**config.mk**
```make
export PLATFORM = sky130hd
export DESIGN_NAME = timer16_waveform_modes
export DESIGN_NICKNAME = d
export VERILOG_FILES = /design/src/clock_tick.v /design/src/compare_out.v /design/src/timer16_waveform_modes.v
export VERILOG_INCLUDE_DIRS = /design/src
export SDC_FILE = /design/constraint.sdc
export NUM_CORES = 1
export LEC_CHECK = 0
export ABC_CLOCK_PERIOD_IN_PS = 2900
export BUFFER_PORTS_ARGS = -buffer_cell sky130_fd_sc_hd__buf_4
export CORE_ASPECT_RATIO = 2
export CORE_MARGIN = 4
export CORE_UTILIZATION = 60
export CTS_CLUSTER_DIAMETER = 200
export DETAILED_ROUTE_END_ITERATION = 8
export GPL_TIMING_DRIVEN = 1
export PLACE_DENSITY_LB_ADDON = 0.25
export SLEW_MARGIN = 20
export SYNTH_ARGS = -nofsm -noshare
export SYNTH_HDL_FRONTEND = slang
export SYNTH_SLANG_ARGS = --single-unit
```
**constraint.sdc**
```tcl
create_clock -name aclk -period 2.9 [get_ports aclk]
set_clock_uncertainty 0.1 [all_clocks]
set_input_delay 0 -clock aclk [delete_from_list [all_inputs] [get_ports aclk]]
set_output_delay 0 -clock aclk [all_outputs]
set_load 0.02 [all_outputs]
```
**src/timer16_consts.vh**
```
// constants for the 16-bit timer waveform generator and its register map
`ifndef TIMER16_CONSTS_VH
`define TIMER16_CONSTS_VH
// ----------------------------------------------------------------------
// register byte addresses
// ----------------------------------------------------------------------
`define T16_ADDR_CTRL      8'h00
`define T16_ADDR_COUNT     8'h04
`define T16_ADDR_CMPA      8'h08
`define T16_ADDR_CMPB      8'h0C
`define T16_ADDR_CAPT      8'h10
`define T16_ADDR_FLAGS     8'h14
`define T16_ADDR_PORT      8'h18
`define T16_ADDR_PRESCALE  8'h1C
// ----------------------------------------------------------------------
// control register fields
// ----------------------------------------------------------------------
`define T16_CTRL_WGM_LSB   0
`define T16_CTRL_COMA_LSB  4
`define T16_CTRL_COMB_LSB  6
`define T16_CTRL_FOCA_BIT  8
`define T16_CTRL_FOCB_BIT  9
`define T16_CTRL_EN_BIT    10
// ----------------------------------------------------------------------
// flag register bits
// ----------------------------------------------------------------------
`define T16_FLAG_OVF_BIT   0
`define T16_FLAG_CMPA_BIT  1
`define T16_FLAG_CMPB_BIT  2
`define T16_FLAG_CAPT_BIT  3
// ----------------------------------------------------------------------
// port register bits
// ----------------------------------------------------------------------
`define T16_PORT_DIRA_BIT  0
`define T16_PORT_DIRB_BIT  1
`define T16_PORT_OUTA_BIT  2
`define T16_PORT_OUTB_BIT  3
`define T16_PORT_STA_BIT   4
`define T16_PORT_STB_BIT   5
// ----------------------------------------------------------------------
// waveform modes, output modes, fixed tops, reset values
// ----------------------------------------------------------------------
`define T16_WGM_NORMAL     4'h0
`define T16_WGM_CLR_CMP    4'h4
`define T16_WGM_FAST8      4'h5
`define T16_WGM_FAST9      4'h6
`define T16_WGM_FAST10     4'h7
`define T16_WGM_CLR_CAPT   4'hC
`define T16_WGM_FAST_CAPT  4'hE
`define T16_WGM_FAST_CMP   4'hF
`define T16_COM_OFF        2'h0
`define T16_COM_TOGGLE     2'h1
`define T16_COM_CLEAR      2'h2
`define T16_COM_SET        2'h3
`define T16_MAX            16'hFFFF
`define T16_BOTTOM         16'h0000
`define T16_TOP8           16'h00FF
`define T16_TOP9           16'h01FF
`define T16_TOP10          16'h03FF
`define T16_RESP_OKAY      2'h0
`define T16_RESP_SLVERR    2'h2
`define T16_PRESCALE_RST   16'h0000
`endif

```
**src/clock_tick.v**
```verilog
// prescaler producing the one-cycle timer clock enable
`timescale 1ns/10ps
module clock_tick #(
    parameter W = 16
) (
    input  wire         aclk,
    input  wire         aresetn,
    input  wire [W-1:0] divide,
    output reg          tick_q
);
    reg [W-1:0] cnt_q;

    // divide of 0 gives a tick every cycle
    always @(posedge aclk) begin
        if (!aresetn) begin
            cnt_q  <= {W{1'b0}};
            tick_q <= 1'b0;
        end else if (cnt_q >= divide) begin
            cnt_q  <= {W{1'b0}};
            tick_q <= 1'b1;
        end else begin
            cnt_q  <= cnt_q + {{(W-1){1'b0}}, 1'b1};
            tick_q <= 1'b0;
        end
    end
endmodule // clock_tick

```
**src/compare_out.v**
```verilog
// one compare output unit: internal output state and pin override
`timescale 1ns/10ps
`include "timer16_consts.vh"
module compare_out (
    input  wire       aclk,
    input  wire       aresetn,
    input  wire       match,
    input  wire       at_top,
    input  wire       force_strobe,
    input  wire       pwm,
    input  wire [1:0] mode,
    input  wire       pin_direction,
    input  wire       port_value,
    output reg        state_q,
    output reg        pin_out_q,
    output reg        pin_oe_q
);
    reg state_d;

    always @* begin
        state_d = state_q;
        if (pwm) begin
            // toggle in pwm only applies where the caller allows it
            if (mode == `T16_COM_TOGGLE && match)
                state_d = ~state_q;
            else if (mode == `T16_COM_CLEAR) begin
                if (match)
                    state_d = 1'b1;
                else if (at_top)
                    state_d = 1'b0;
            end else if (mode == `T16_COM_SET) begin
                if (match)
                    state_d = 1'b0;
                else if (at_top)
                    state_d = 1'b1;
            end
        end else if (match || force_strobe) begin
            case (mode)
                `T16_COM_TOGGLE: state_d = ~state_q;
                `T16_COM_CLEAR:  state_d = 1'b0;
                `T16_COM_SET:    state_d = 1'b1;
                default:         state_d = state_q;
            endcase
        end
    end

    always @(posedge aclk) begin
        if (!aresetn) begin
            state_q   <= 1'b0;
            pin_out_q <= 1'b0;
            pin_oe_q  <= 1'b0;
        end else begin
            state_q   <= state_d;
            pin_out_q <= (mode != `T16_COM_OFF) ? state_d : port_value;
            pin_oe_q  <= pin_direction;
        end
    end
endmodule // compare_out

```
**src/timer16_waveform_modes.v**
```verilog
// 16-bit timer waveform generator with axi4-lite register slave
`timescale 1ns/10ps
`include "timer16_consts.vh"
// Notes on behaviour
// - output mode zero leaves the output state unchanged at a match.
// - new output mode acts at next match; force strobe acts at once outside pwm.
// - counting follows only the waveform mode; output mode only shapes output.
// - mode 0 counts up forever, wrapping from 0xFFFF to 0x0000.
// - mode 0 overflow flag sets as count becomes zero; software clears it.
// - mode 0 accepts a count write at any time.
// - clear-on-match clears at top: compare A in mode 4, capture in 12.
// - clear-on-match top unbuffered; top below count misses until wrap.
// - clear-on-match raises compare A or capture flag at each top.
// - clear-on-match with output mode 1 toggles output A each match.
// - output A reaches the pin only when its direction bit is one.
// - clear-on-match overflow flag sets when count passes max to zero.
// - modes 5,6,7,14,15 are fast pwm counting zero to top repeatedly.
// - fast pwm tops fixed, capture or compare A; clear cycle after top.
// - non-inverting sets at match, clears at top; inverting the opposite.
// - fast pwm sets a compare flag whenever count equals its value.
// - fast pwm overflow at top; compare A or capture flag too then when it gives top (modes 15, 14).
// - fixed top masks compare bits above top width on every write.
// - capture top unbuffered; value below count misses until wrap.
// - fast pwm compare A writes buffer, copied to active at top.
// - pwm output mode 2 non-inverted, mode 3 inverted.
// - reset clears internal output state to zero.
// - nonzero output mode replaces port value on the pin, except output mode 1 where it is inert in pwm for output B and for output A outside mode 15.
module timer16_waveform_modes (
    input  wire        aclk,
    input  wire        aresetn,
    input  wire [7:0]  s_axi_awaddr,
    input  wire        s_axi_awvalid,
    output reg         s_axi_awready,
    input  wire [31:0] s_axi_wdata,
    input  wire [3:0]  s_axi_wstrb,
    input  wire        s_axi_wvalid,
    output reg         s_axi_wready,
    output reg  [1:0]  s_axi_bresp,
    output reg         s_axi_bvalid,
    input  wire        s_axi_bready,
    input  wire [7:0]  s_axi_araddr,
    input  wire        s_axi_arvalid,
    output reg         s_axi_arready,
    output reg  [31:0] s_axi_rdata,
    output reg  [1:0]  s_axi_rresp,
    output reg         s_axi_rvalid,
    input  wire        s_axi_rready,
    input  wire        capture_event,
    output wire        compare_output_a,
    output wire        compare_output_a_oe,
    output wire        compare_output_b,
    output wire        compare_output_b_oe
);
    // ------------------------------------------------------------------
    // registers
    // ------------------------------------------------------------------
    reg [3:0]  waveform_gen_mode_q;
    reg [1:0]  compare_output_mode_a_q;
    reg [1:0]  compare_output_mode_b_q;
    reg        enable_q;
    reg [15:0] count_value_q;
    reg [15:0] compare_value_a_q;
    reg [15:0] compare_buf_a_q;
    reg [15:0] compare_value_b_q;
    reg [15:0] compare_buf_b_q;
    reg [15:0] capture_value_q;
    reg        overflow_flag_q;
    reg        compare_flag_a_q;
    reg        compare_flag_b_q;
    reg        capture_flag_q;
    reg [3:0]  port_q;
    reg [15:0] prescale_q;
    reg        force_a_q;
    reg        force_b_q;
    reg        count_written_q;
    reg        cap_s1_q;
    reg        cap_s2_q;
    reg        cap_s3_q;
    reg        aw_held_q;
    reg        w_held_q;
    reg [7:0]  aw_addr_q;
    reg [31:0] w_data_q;
    reg [3:0]  w_strb_q;
    wire tick;
    wire state_a;
    wire state_b;
    // ------------------------------------------------------------------
    // mode decode
    // ------------------------------------------------------------------
    function is_fast_pwm;
        input [3:0] m;
        begin
            is_fast_pwm = (m == `T16_WGM_FAST8) || (m == `T16_WGM_FAST9) ||
                          (m == `T16_WGM_FAST10) || (m == `T16_WGM_FAST_CAPT) ||
                          (m == `T16_WGM_FAST_CMP);
        end
    endfunction
    // fixed-top mask; all ones when top comes from a register
    function [15:0] top_mask;
        input [3:0] m;
        begin
            case (m)
                `T16_WGM_FAST8:  top_mask = `T16_TOP8;
                `T16_WGM_FAST9:  top_mask = `T16_TOP9;
                `T16_WGM_FAST10: top_mask = `T16_TOP10;
                default:         top_mask = `T16_MAX;
            endcase
        end
    endfunction
    function [15:0] merge;
        input [15:0] old;
        input [31:0] data;
        input [3:0]  strb;
        begin
            merge = {strb[1] ? data[15:8] : old[15:8], strb[0] ? data[7:0] : old[7:0]};
        end
    endfunction
    wire        fast     = is_fast_pwm(waveform_gen_mode_q);
    wire        top_capt = (waveform_gen_mode_q == `T16_WGM_CLR_CAPT) ||
                           (waveform_gen_mode_q == `T16_WGM_FAST_CAPT);
    wire        top_cmpa = (waveform_gen_mode_q == `T16_WGM_CLR_CMP) ||
                           (waveform_gen_mode_q == `T16_WGM_FAST_CMP);
    wire        clear_on_match = !fast && (top_capt || top_cmpa);
    // top source
    wire [15:0] top_value = top_capt ? capture_value_q :
                            top_cmpa ? compare_value_a_q :
                            fast     ? top_mask(waveform_gen_mode_q) : `T16_MAX;
    wire        timer_tick = tick && enable_q;
    // equality only, so a top written below the count is missed until wrap
    wire        at_top   = (fast || clear_on_match) && (count_value_q == top_value);
    wire        block    = count_written_q;
    wire        match_a  = timer_tick && !block && (count_value_q == compare_value_a_q);
    wire        match_b  = timer_tick && !block && (count_value_q == compare_value_b_q);
    wire        top_hit  = timer_tick && !block && at_top;
    wire        pwm_top  = fast && top_hit;
    wire        wrap     = timer_tick && (count_value_q == `T16_MAX);

    // ------------------------------------------------------------------
    // axi4-lite write path
    // ------------------------------------------------------------------
    wire        do_write = aw_held_q && w_held_q && !s_axi_bvalid;
    wire        wr_ctrl  = do_write && (aw_addr_q == `T16_ADDR_CTRL);
    wire        wr_count = do_write && (aw_addr_q == `T16_ADDR_COUNT);
    wire        wr_flags = do_write && (aw_addr_q == `T16_ADDR_FLAGS);
    wire        mapped_w = (aw_addr_q[7:5] == 3'h0) && (aw_addr_q[1:0] == 2'h0);
    always @(posedge aclk) begin
        if (!aresetn) begin
            aw_held_q     <= 1'b0;
            w_held_q      <= 1'b0;
            aw_addr_q     <= 8'h00;
            w_data_q      <= 32'h00000000;
            w_strb_q      <= 4'h0;
            s_axi_awready <= 1'b0;
            s_axi_wready  <= 1'b0;
            s_axi_bvalid  <= 1'b0;
            s_axi_bresp   <= `T16_RESP_OKAY;
        end else begin
            s_axi_awready <= !aw_held_q && !s_axi_awready && s_axi_awvalid;
            s_axi_wready  <= !w_held_q && !s_axi_wready && s_axi_wvalid;
            if (s_axi_awvalid && s_axi_awready) begin
                aw_held_q <= 1'b1;
                aw_addr_q <= s_axi_awaddr;
            end
            if (s_axi_wvalid && s_axi_wready) begin
                w_held_q <= 1'b1;
                w_data_q <= s_axi_wdata;
                w_strb_q <= s_axi_wstrb;
            end
            if (do_write) begin
                aw_held_q    <= 1'b0;
                w_held_q     <= 1'b0;
                s_axi_bvalid <= 1'b1;
                s_axi_bresp  <= mapped_w ? `T16_RESP_OKAY : `T16_RESP_SLVERR;
            end else if (s_axi_bvalid && s_axi_bready) begin
                s_axi_bvalid <= 1'b0;
            end
        end
    end

    // ------------------------------------------------------------------
    // configuration registers
    // ------------------------------------------------------------------
    always @(posedge aclk) begin
        if (!aresetn) begin
            waveform_gen_mode_q     <= `T16_WGM_NORMAL;
            compare_output_mode_a_q <= `T16_COM_OFF;
            compare_output_mode_b_q <= `T16_COM_OFF;
            enable_q                <= 1'b0;
            force_a_q               <= 1'b0;
            force_b_q               <= 1'b0;
            compare_buf_a_q         <= 16'h0000;
            compare_buf_b_q         <= 16'h0000;
            port_q                  <= 4'h0;
            prescale_q              <= `T16_PRESCALE_RST;
        end else begin
            // mode changes reach the output logic at once but act only on the next match
            force_a_q <= wr_ctrl && w_strb_q[1] && w_data_q[`T16_CTRL_FOCA_BIT] && !fast;
            force_b_q <= wr_ctrl && w_strb_q[1] && w_data_q[`T16_CTRL_FOCB_BIT] && !fast;
            if (wr_ctrl && w_strb_q[0]) begin
                waveform_gen_mode_q     <= w_data_q[`T16_CTRL_WGM_LSB +: 4];
                compare_output_mode_a_q <= w_data_q[`T16_CTRL_COMA_LSB +: 2];
                compare_output_mode_b_q <= w_data_q[`T16_CTRL_COMB_LSB +: 2];
            end
            if (wr_ctrl && w_strb_q[1])
                enable_q <= w_data_q[`T16_CTRL_EN_BIT];
            if (do_write && aw_addr_q == `T16_ADDR_CMPA)
                compare_buf_a_q <= merge(compare_buf_a_q, w_data_q, w_strb_q) &
                                   top_mask(waveform_gen_mode_q);
            if (do_write && aw_addr_q == `T16_ADDR_CMPB)
                compare_buf_b_q <= merge(compare_buf_b_q, w_data_q, w_strb_q) &
                                   top_mask(waveform_gen_mode_q);
            if (do_write && aw_addr_q == `T16_ADDR_PORT && w_strb_q[0])
                port_q <= w_data_q[3:0];
            if (do_write && aw_addr_q == `T16_ADDR_PRESCALE)
                prescale_q <= merge(prescale_q, w_data_q, w_strb_q);
        end
    end

    // ------------------------------------------------------------------
    // counter, compare registers, capture
    // ------------------------------------------------------------------
    always @(posedge aclk) begin
        if (!aresetn) begin
            count_value_q     <= `T16_BOTTOM;
            count_written_q   <= 1'b0;
            compare_value_a_q <= 16'h0000;
            compare_value_b_q <= 16'h0000;
            capture_value_q   <= 16'h0000;
            cap_s1_q          <= 1'b0;
            cap_s2_q          <= 1'b0;
            cap_s3_q          <= 1'b0;
        end else begin
            cap_s1_q <= capture_event;
            cap_s2_q <= cap_s1_q;
            cap_s3_q <= cap_s2_q;
            if (wr_count) begin
                count_value_q   <= merge(count_value_q, w_data_q, w_strb_q);
                count_written_q <= 1'b1;
            end else if (timer_tick) begin
                count_written_q <= 1'b0;
                if (top_hit)
                    count_value_q <= `T16_BOTTOM;
                else
                    count_value_q <= count_value_q + 16'h0001;
            end
            // unbuffered outside pwm; pwm copies the buffer at top
            if (!fast || pwm_top) begin
                compare_value_a_q <= compare_buf_a_q;
                compare_value_b_q <= compare_buf_b_q;
            end
            if (do_write && aw_addr_q == `T16_ADDR_CAPT)
                capture_value_q <= merge(capture_value_q, w_data_q, w_strb_q);
            else if (!top_capt && cap_s2_q && !cap_s3_q)
                capture_value_q <= count_value_q;
        end
    end

    // ------------------------------------------------------------------
    // flags: write one to clear, a set in the same cycle wins
    // ------------------------------------------------------------------
    wire [3:0] clr = wr_flags && w_strb_q[0] ? w_data_q[3:0] : 4'h0;
    // normal/clear-on-match: overflow on wrap to zero; fast pwm: at top
    wire set_ovf  = fast ? pwm_top : wrap;
    wire set_cmpa = match_a || (top_hit && top_cmpa);
    wire set_capt = (top_hit && top_capt) ||
                    (!top_capt && cap_s2_q && !cap_s3_q);
    always @(posedge aclk) begin
        if (!aresetn) begin
            overflow_flag_q  <= 1'b0;
            compare_flag_a_q <= 1'b0;
            compare_flag_b_q <= 1'b0;
            capture_flag_q   <= 1'b0;
        end else begin
            overflow_flag_q  <= set_ovf  || (overflow_flag_q  && !clr[`T16_FLAG_OVF_BIT]);
            compare_flag_a_q <= set_cmpa || (compare_flag_a_q && !clr[`T16_FLAG_CMPA_BIT]);
            compare_flag_b_q <= match_b  || (compare_flag_b_q && !clr[`T16_FLAG_CMPB_BIT]);
            capture_flag_q   <= set_capt || (capture_flag_q   && !clr[`T16_FLAG_CAPT_BIT]);
        end
    end

    // ------------------------------------------------------------------
    // read path
    // ------------------------------------------------------------------
    reg [31:0] rd_mux;
    always @* begin
        rd_mux = 32'h00000000;
        case (s_axi_araddr)
            `T16_ADDR_CTRL:     rd_mux = {21'h0, enable_q, 2'h0, compare_output_mode_b_q,
                                          compare_output_mode_a_q, waveform_gen_mode_q};
            `T16_ADDR_COUNT:    rd_mux = {16'h0000, count_value_q};
            `T16_ADDR_CMPA:     rd_mux = {16'h0000, compare_buf_a_q};
            `T16_ADDR_CMPB:     rd_mux = {16'h0000, compare_buf_b_q};
            `T16_ADDR_CAPT:     rd_mux = {16'h0000, capture_value_q};
            `T16_ADDR_FLAGS:    rd_mux = {28'h0000000, capture_flag_q, compare_flag_b_q,
                                          compare_flag_a_q, overflow_flag_q};
            `T16_ADDR_PORT:     rd_mux = {26'h0, state_b, state_a, port_q};
            `T16_ADDR_PRESCALE: rd_mux = {16'h0000, prescale_q};
            default:            rd_mux = 32'h00000000;
        endcase
    end
    always @(posedge aclk) begin
        if (!aresetn) begin
            s_axi_arready <= 1'b0;
            s_axi_rvalid  <= 1'b0;
            s_axi_rdata   <= 32'h00000000;
            s_axi_rresp   <= `T16_RESP_OKAY;
        end else begin
            s_axi_arready <= !s_axi_arready && !s_axi_rvalid && s_axi_arvalid;
            if (s_axi_arvalid && s_axi_arready) begin
                s_axi_rvalid <= 1'b1;
                s_axi_rdata  <= rd_mux;
                s_axi_rresp  <= (s_axi_araddr[7:5] == 3'h0 && s_axi_araddr[1:0] == 2'h0) ?
                                `T16_RESP_OKAY : `T16_RESP_SLVERR;
            end else if (s_axi_rvalid && s_axi_rready) begin
                s_axi_rvalid <= 1'b0;
            end
        end
    end

    // ------------------------------------------------------------------
    // prescaler and output units
    // ------------------------------------------------------------------
    clock_tick #(.W(16)) u_tick (
        .aclk    (aclk),
        .aresetn (aresetn),
        .divide  (prescale_q),
        .tick_q  (tick)
    );
    // toggle in pwm only for unit a with compare a as top; else mode 1 is inert
    wire [1:0] com_a_eff = (fast && compare_output_mode_a_q == `T16_COM_TOGGLE &&
                            waveform_gen_mode_q != `T16_WGM_FAST_CMP) ?
                           `T16_COM_OFF : compare_output_mode_a_q;
    wire [1:0] com_b_eff = (fast && compare_output_mode_b_q == `T16_COM_TOGGLE) ?
                           `T16_COM_OFF : compare_output_mode_b_q;
    compare_out u_out_a (
        .aclk          (aclk),
        .aresetn       (aresetn),
        .match         (match_a),
        .at_top        (pwm_top),
        .force_strobe  (force_a_q),
        .pwm           (fast),
        .mode          (com_a_eff),
        .pin_direction (port_q[`T16_PORT_DIRA_BIT]),
        .port_value    (port_q[`T16_PORT_OUTA_BIT]),
        .state_q       (state_a),
        .pin_out_q     (compare_output_a),
        .pin_oe_q      (compare_output_a_oe)
    );

    compare_out u_out_b (
        .aclk          (aclk),
        .aresetn       (aresetn),
        .match         (match_b),
        .at_top        (pwm_top),
        .force_strobe  (force_b_q),
        .pwm           (fast),
        .mode          (com_b_eff),
        .pin_direction (port_q[`T16_PORT_DIRB_BIT]),
        .port_value    (port_q[`T16_PORT_OUTB_BIT]),
        .state_q       (state_b),
        .pin_out_q     (compare_output_b),
        .pin_oe_q      (compare_output_b_oe)
    );
endmodule // timer16_waveform_modes

```
==> results.txt <==
The transition time of the tightest slew-check pin is 0.8293 ns. The count of nets left with antenna violations once routing finished came out at 0. Clock tree synthesis inserted a total of 19 buffers. The async set-reset flop share out of synthesis came out at 0%. The number of enable-type register cells in the synthesized netlist came out at 0. At the worst endpoint, the required time is 3.17 ns. The maximum buffer depth of the clock tree came out at 3. The pin count of the biggest net entering global routing came out at 81. The number of design rule violations left after detail routing is 0. The highest clock frequency the design can meet came out at 341.2 MHz. The core outline area came out at 17270 sq um. After synthesis, flip-flops and latches occupy 39.49% of the total area. The routed wire length came out at 38.13 mm. The terminus of the critical flop-to-flop path is u_out_b.state_q. By area the synthesized netlist is led by dfxtp_1, mux2i_1, a21oi_1. After layout, the worst path uses 101.1% of the clock period. The first detailed-routing pass took 8 iterations. Setup violations remaining at the end of the flow were counted as 9. The largest vdd supply drop is 0.5405 mV. The yosys synthesis warning count came out at 0. The worst setup path is launched from a flip-flop.

The worst setup path is captured at a flip-flop. Among the stages of the critical path, the cell type that occurs most often is buf_6. Power spread over the standard cell area amounts to 452.2 nW/um^2. The path class of the tightest hold or removal check is in2reg. The final layout contains 1531 nets.

The area growth from synthesis to layout is 23.70%. By startpoint and endpoint, the worst setup path is classified as reg2reg. The area of all placed cells without fillers came out at 13110 sq um. The total vias in the final route is 11000.

The congestion estimate from routability-driven global placement came to 0.9771. The start point of the worst hold path is s_axi_araddr[4]. The total leakage power came out at 5.022 nW.

The area taken by flip-flops and latches is 4194 sq um. The vertical extent of the die is 195.9 um. Global routing used 37.73% of the available tracks. The first-pass GRT wire length came out at 58.62 mm. Measured in cells, the most critical reg-to-reg path has a length of 13.

The synthesized netlist cell count is 1301. The setup slack of the worst register-to-register path is -0.03 ns. In the final layout, the multi-input gates occupy 5972 sq um.

The tightest hold path in the finished design has a slack of 0.1547 ns. The clock root buffer master is clkbuf_16. For this design, the sink count on the clock tree is 209. The total congestion overflow after global routing came out at 0.

The placement row count came out at 68. Of all nets on the critical path, the largest fanout is 5. The per-cell routed wire length is 22.74 um. The slowest stage of the critical path is the or4_4 cell.

The library cell with the largest summed area after synthesis is dfxtp_1. The post-route setup TNS came out at -0.1648 ns. The number of global-route vias before repair is 11030. The critical path goes through buf_6 > buf_6 > nand2_4 > buf_6 > a21oi_2 > or4_4 > a2111oi_4 > and4_4 > and3_4 > buf_6 > buf_12 > mux2i_4 > a31oi_1. A synthesized cell averages 8.144 sq um.

The cell area after synthesis came out at 10600 sq um. The detailed placement HPWL is 26.41 mm. The data arrival time of the critical path came out at 3.20 ns.

The clock slew at the register clock pins of the worst setup and hold paths came out at 0.07 ns. The commonest register cell after synthesis is dfxtp_1. For this block, the initial DRC count from the detailed router was 1186. Once the floorplan was initialized, standard cells occupied 61.34% of the core. The number of cells on the worst hold path came out at 6.

The worst pin sits at a relative slew slack of 44.58%. Tracing the worst setup path back leads to its startpoint at waveform_gen_mode_q[0]. The boundary pin count is 105. The standard cell area after detailed placement came out at 11770 sq um. The worst-case setup slack after placement came out at -0.1156 ns. The biggest cell delay along the critical path came out at 0.54 ns. The minimum period implied by the final worst setup slack is 2.931 ns. The number of endpoints with negative hold slack in the final report is 0. The unique cell type count in the Yosys netlist came out at 63. The run finished, with violations left. The final max-slew violation count is 0. The clock latency reported for the late side of the worst-skew pair is 0.49 ns. TritonCTS built the clock tree.

The die is 102.0 um wide. The CTS H-tree depth is 1. The worst hold path terminates at s_axi_rdata[2]. Of the cells placed in the final design, the portion with a size suffix greater than 1 is 17.41%. The final reports fail on negative setup slack. After filler insertion, the fill cell instance count of the layout stands at 1212.

Among all cell types in the netlist, the one instantiated most often is dfxtp_1. The average via count per standard cell came out at 6.559. Setup repair after global routing could not meet its margin everywhere. The top cell type's share of synthesized area is 39.49%. The number of antenna violations at the first check in global routing is 2. Setup slack on the critical path of the routed design comes to -0.03108 ns. The floorplan step defined a die boundary enclosing 19980 sq um. The register bit total from synthesis is 209. After synthesis, the most frequently instantiated cells are dfxtp_1, nor2_1, nand2_1, a21oi_1, clkbuf_1. The beginning of the worst register-to-register path is waveform_gen_mode_q[0]. Max-cap violations in this run came to 0.

The count of buffers added on input and output ports is 68.
==> sequential cells by signal (all words and copies together) (netlist names), 2 cells and up <==
| register | flops |
|---|---|
| compare_output_mode_b_q | 2 |
| capture_value_q | 16 |
| count_value_q | 16 |
| w_data_q | 16 |
| waveform_gen_mode_q | 4 |
| compare_buf_b_q | 16 |
| u_tick.cnt_q | 16 |
| s_axi_rdata | 16 |
| compare_value_a_q | 16 |
| compare_value_b_q | 16 |
| compare_buf_a_q | 16 |
| w_strb_q | 2 |
| aw_addr_q | 8 |
| compare_output_mode_a_q | 2 |
| prescale_q | 16 |
| port_q | 4 |
==> cells in the final DEF (no fill, tap or decap), types with 12 or more instances in the layout <==
cell type / netlist / final
nor2_1: 147 / 145
a211oi_1: 34 / 32
mux2i_1: 73 / 72
nor3_1: 18 / 14
nand2_1: 127 / 126
or3_1: 13 / 13
nand3_1: 66 / 65
xor2_1: 13 / 13
a22oi_1: 44 / 44
xnor2_1: 39 / 39
dfxtp_1: 209 / 205
a21oi_1: 125 / 119
clkbuf_16: 0 / 19
nand4_1: 17 / 17
inv_1: 32 / 32
a31oi_1: 22 / 22
nand2b_1: 16 / 15
dlygate4sd3_1: 0 / 51
a21o_1: 12 / 12
buf_4: 20 / 166
ha_1: 18 / 18
and2_1: 12 / 12
conb_1: 1 / 18
o21ai_0: 30 / 25
==> cell type report <==
type,count,share of cell area (%)
Clock buffer,24,4.076
Sequential cell,209,32.00
Multi-Input combinational cell,962,45.57
Inverter,34,1.012
Timing Repair Buffer,227,14.60
Clock inverter,9,0.7064
Tap cell,210,2.005
Antenna cell,2,0.03819
==> metal layers <==
metal / global-route usage (%) / part of all wire, % / up-vias
met2: 65.60 / 51 / 706
met1: 38.87 / 32 / 5146
met5: 0 / 0 / -
met3: 5.623 / 7.9 / 241
li1: - / - / 4906
met4: 29.88 / 9.8 / 0
==> where the power goes <==
part | switching (W) | internal, W | total, W
sequential | 0.0000586 | 0.00290 | 0.00296
combinational | 0.000232 | 0.000174 | 0.000406
clock | 0.00115 | 0.00141 | 0.00256
==> per-stage QoR <==
| stage | total power, W | instances | util, % |
|---|---|---|---|
| global route | 0.006061 | 1677 | 75.88 |
| detailed placement | 0.003361 | 1588 | 68.13 |
| global placement | 0.003354 | 1588 | 68.13 |
| CTS | 0.005898 | 1672 | 74.87 |
| floorplan | 0.003218 | 1318 | - |
| finish | 0.005927 | 1677 | 75.88 |
==> how the worst max path moves through the flow <==
stage / to / slack, ns / cells past startpoint
final: u_out_b.state_q / -0.03 / 13
after global routing: u_out_b.state_q / -0.11 / 13
after CTS: count_value_q[1] / 0.009 / 13
after detailed placement: u_out_b.state_q / -0.12 / 11
after global placement: u_out_b.pin_out_q / -0.12 / 12
after floorplan: u_out_b.state_q / 0.24 / 10
==> critical path, delay by kind of cell, from the launching register on <==
| family | cells | cell delay, ns |
|---|---|---|
| DFF | 1 | 0.36 |
| muxes | 1 | 0.22 |
| and+or+nand+nor | 4 | 1.07 |
| buffers and inverters | 5 | 0.59 |
| AOI/OAI and AO/OA | 3 | 0.46 |
==> cells by family (layout without fill, tap and decap cells) <==
kind of cell,after synthesis,after routing,share of synthesized area [%]
DFF,209,209,39.49
other,1,20,0.03539
xor gates and xnor gates,52,52,4.299
muxes,73,73,6.897
buffers and inverters,147,294,6.282
and+or+nand+nor,469,469,20.61
adders and majority gates,18,18,2.126
AOI/OAI and AO/OA,332,332,20.26
==> what timing repair did <==
| action | CTS | global route |
|---|---|---|
| cloned | 0 | 0 |
| setup endpoints to repair | 49 | 53 |
| pin swaps | 1 | 12 |
| hold buffers | 51 | 0 |
| gates resized for setup | 13 | 41 |
| buffers inserted | 0 | 3 |
| endpoints found under the hold margin | 52 | 0 |
(Power assumes the default switching activity.)
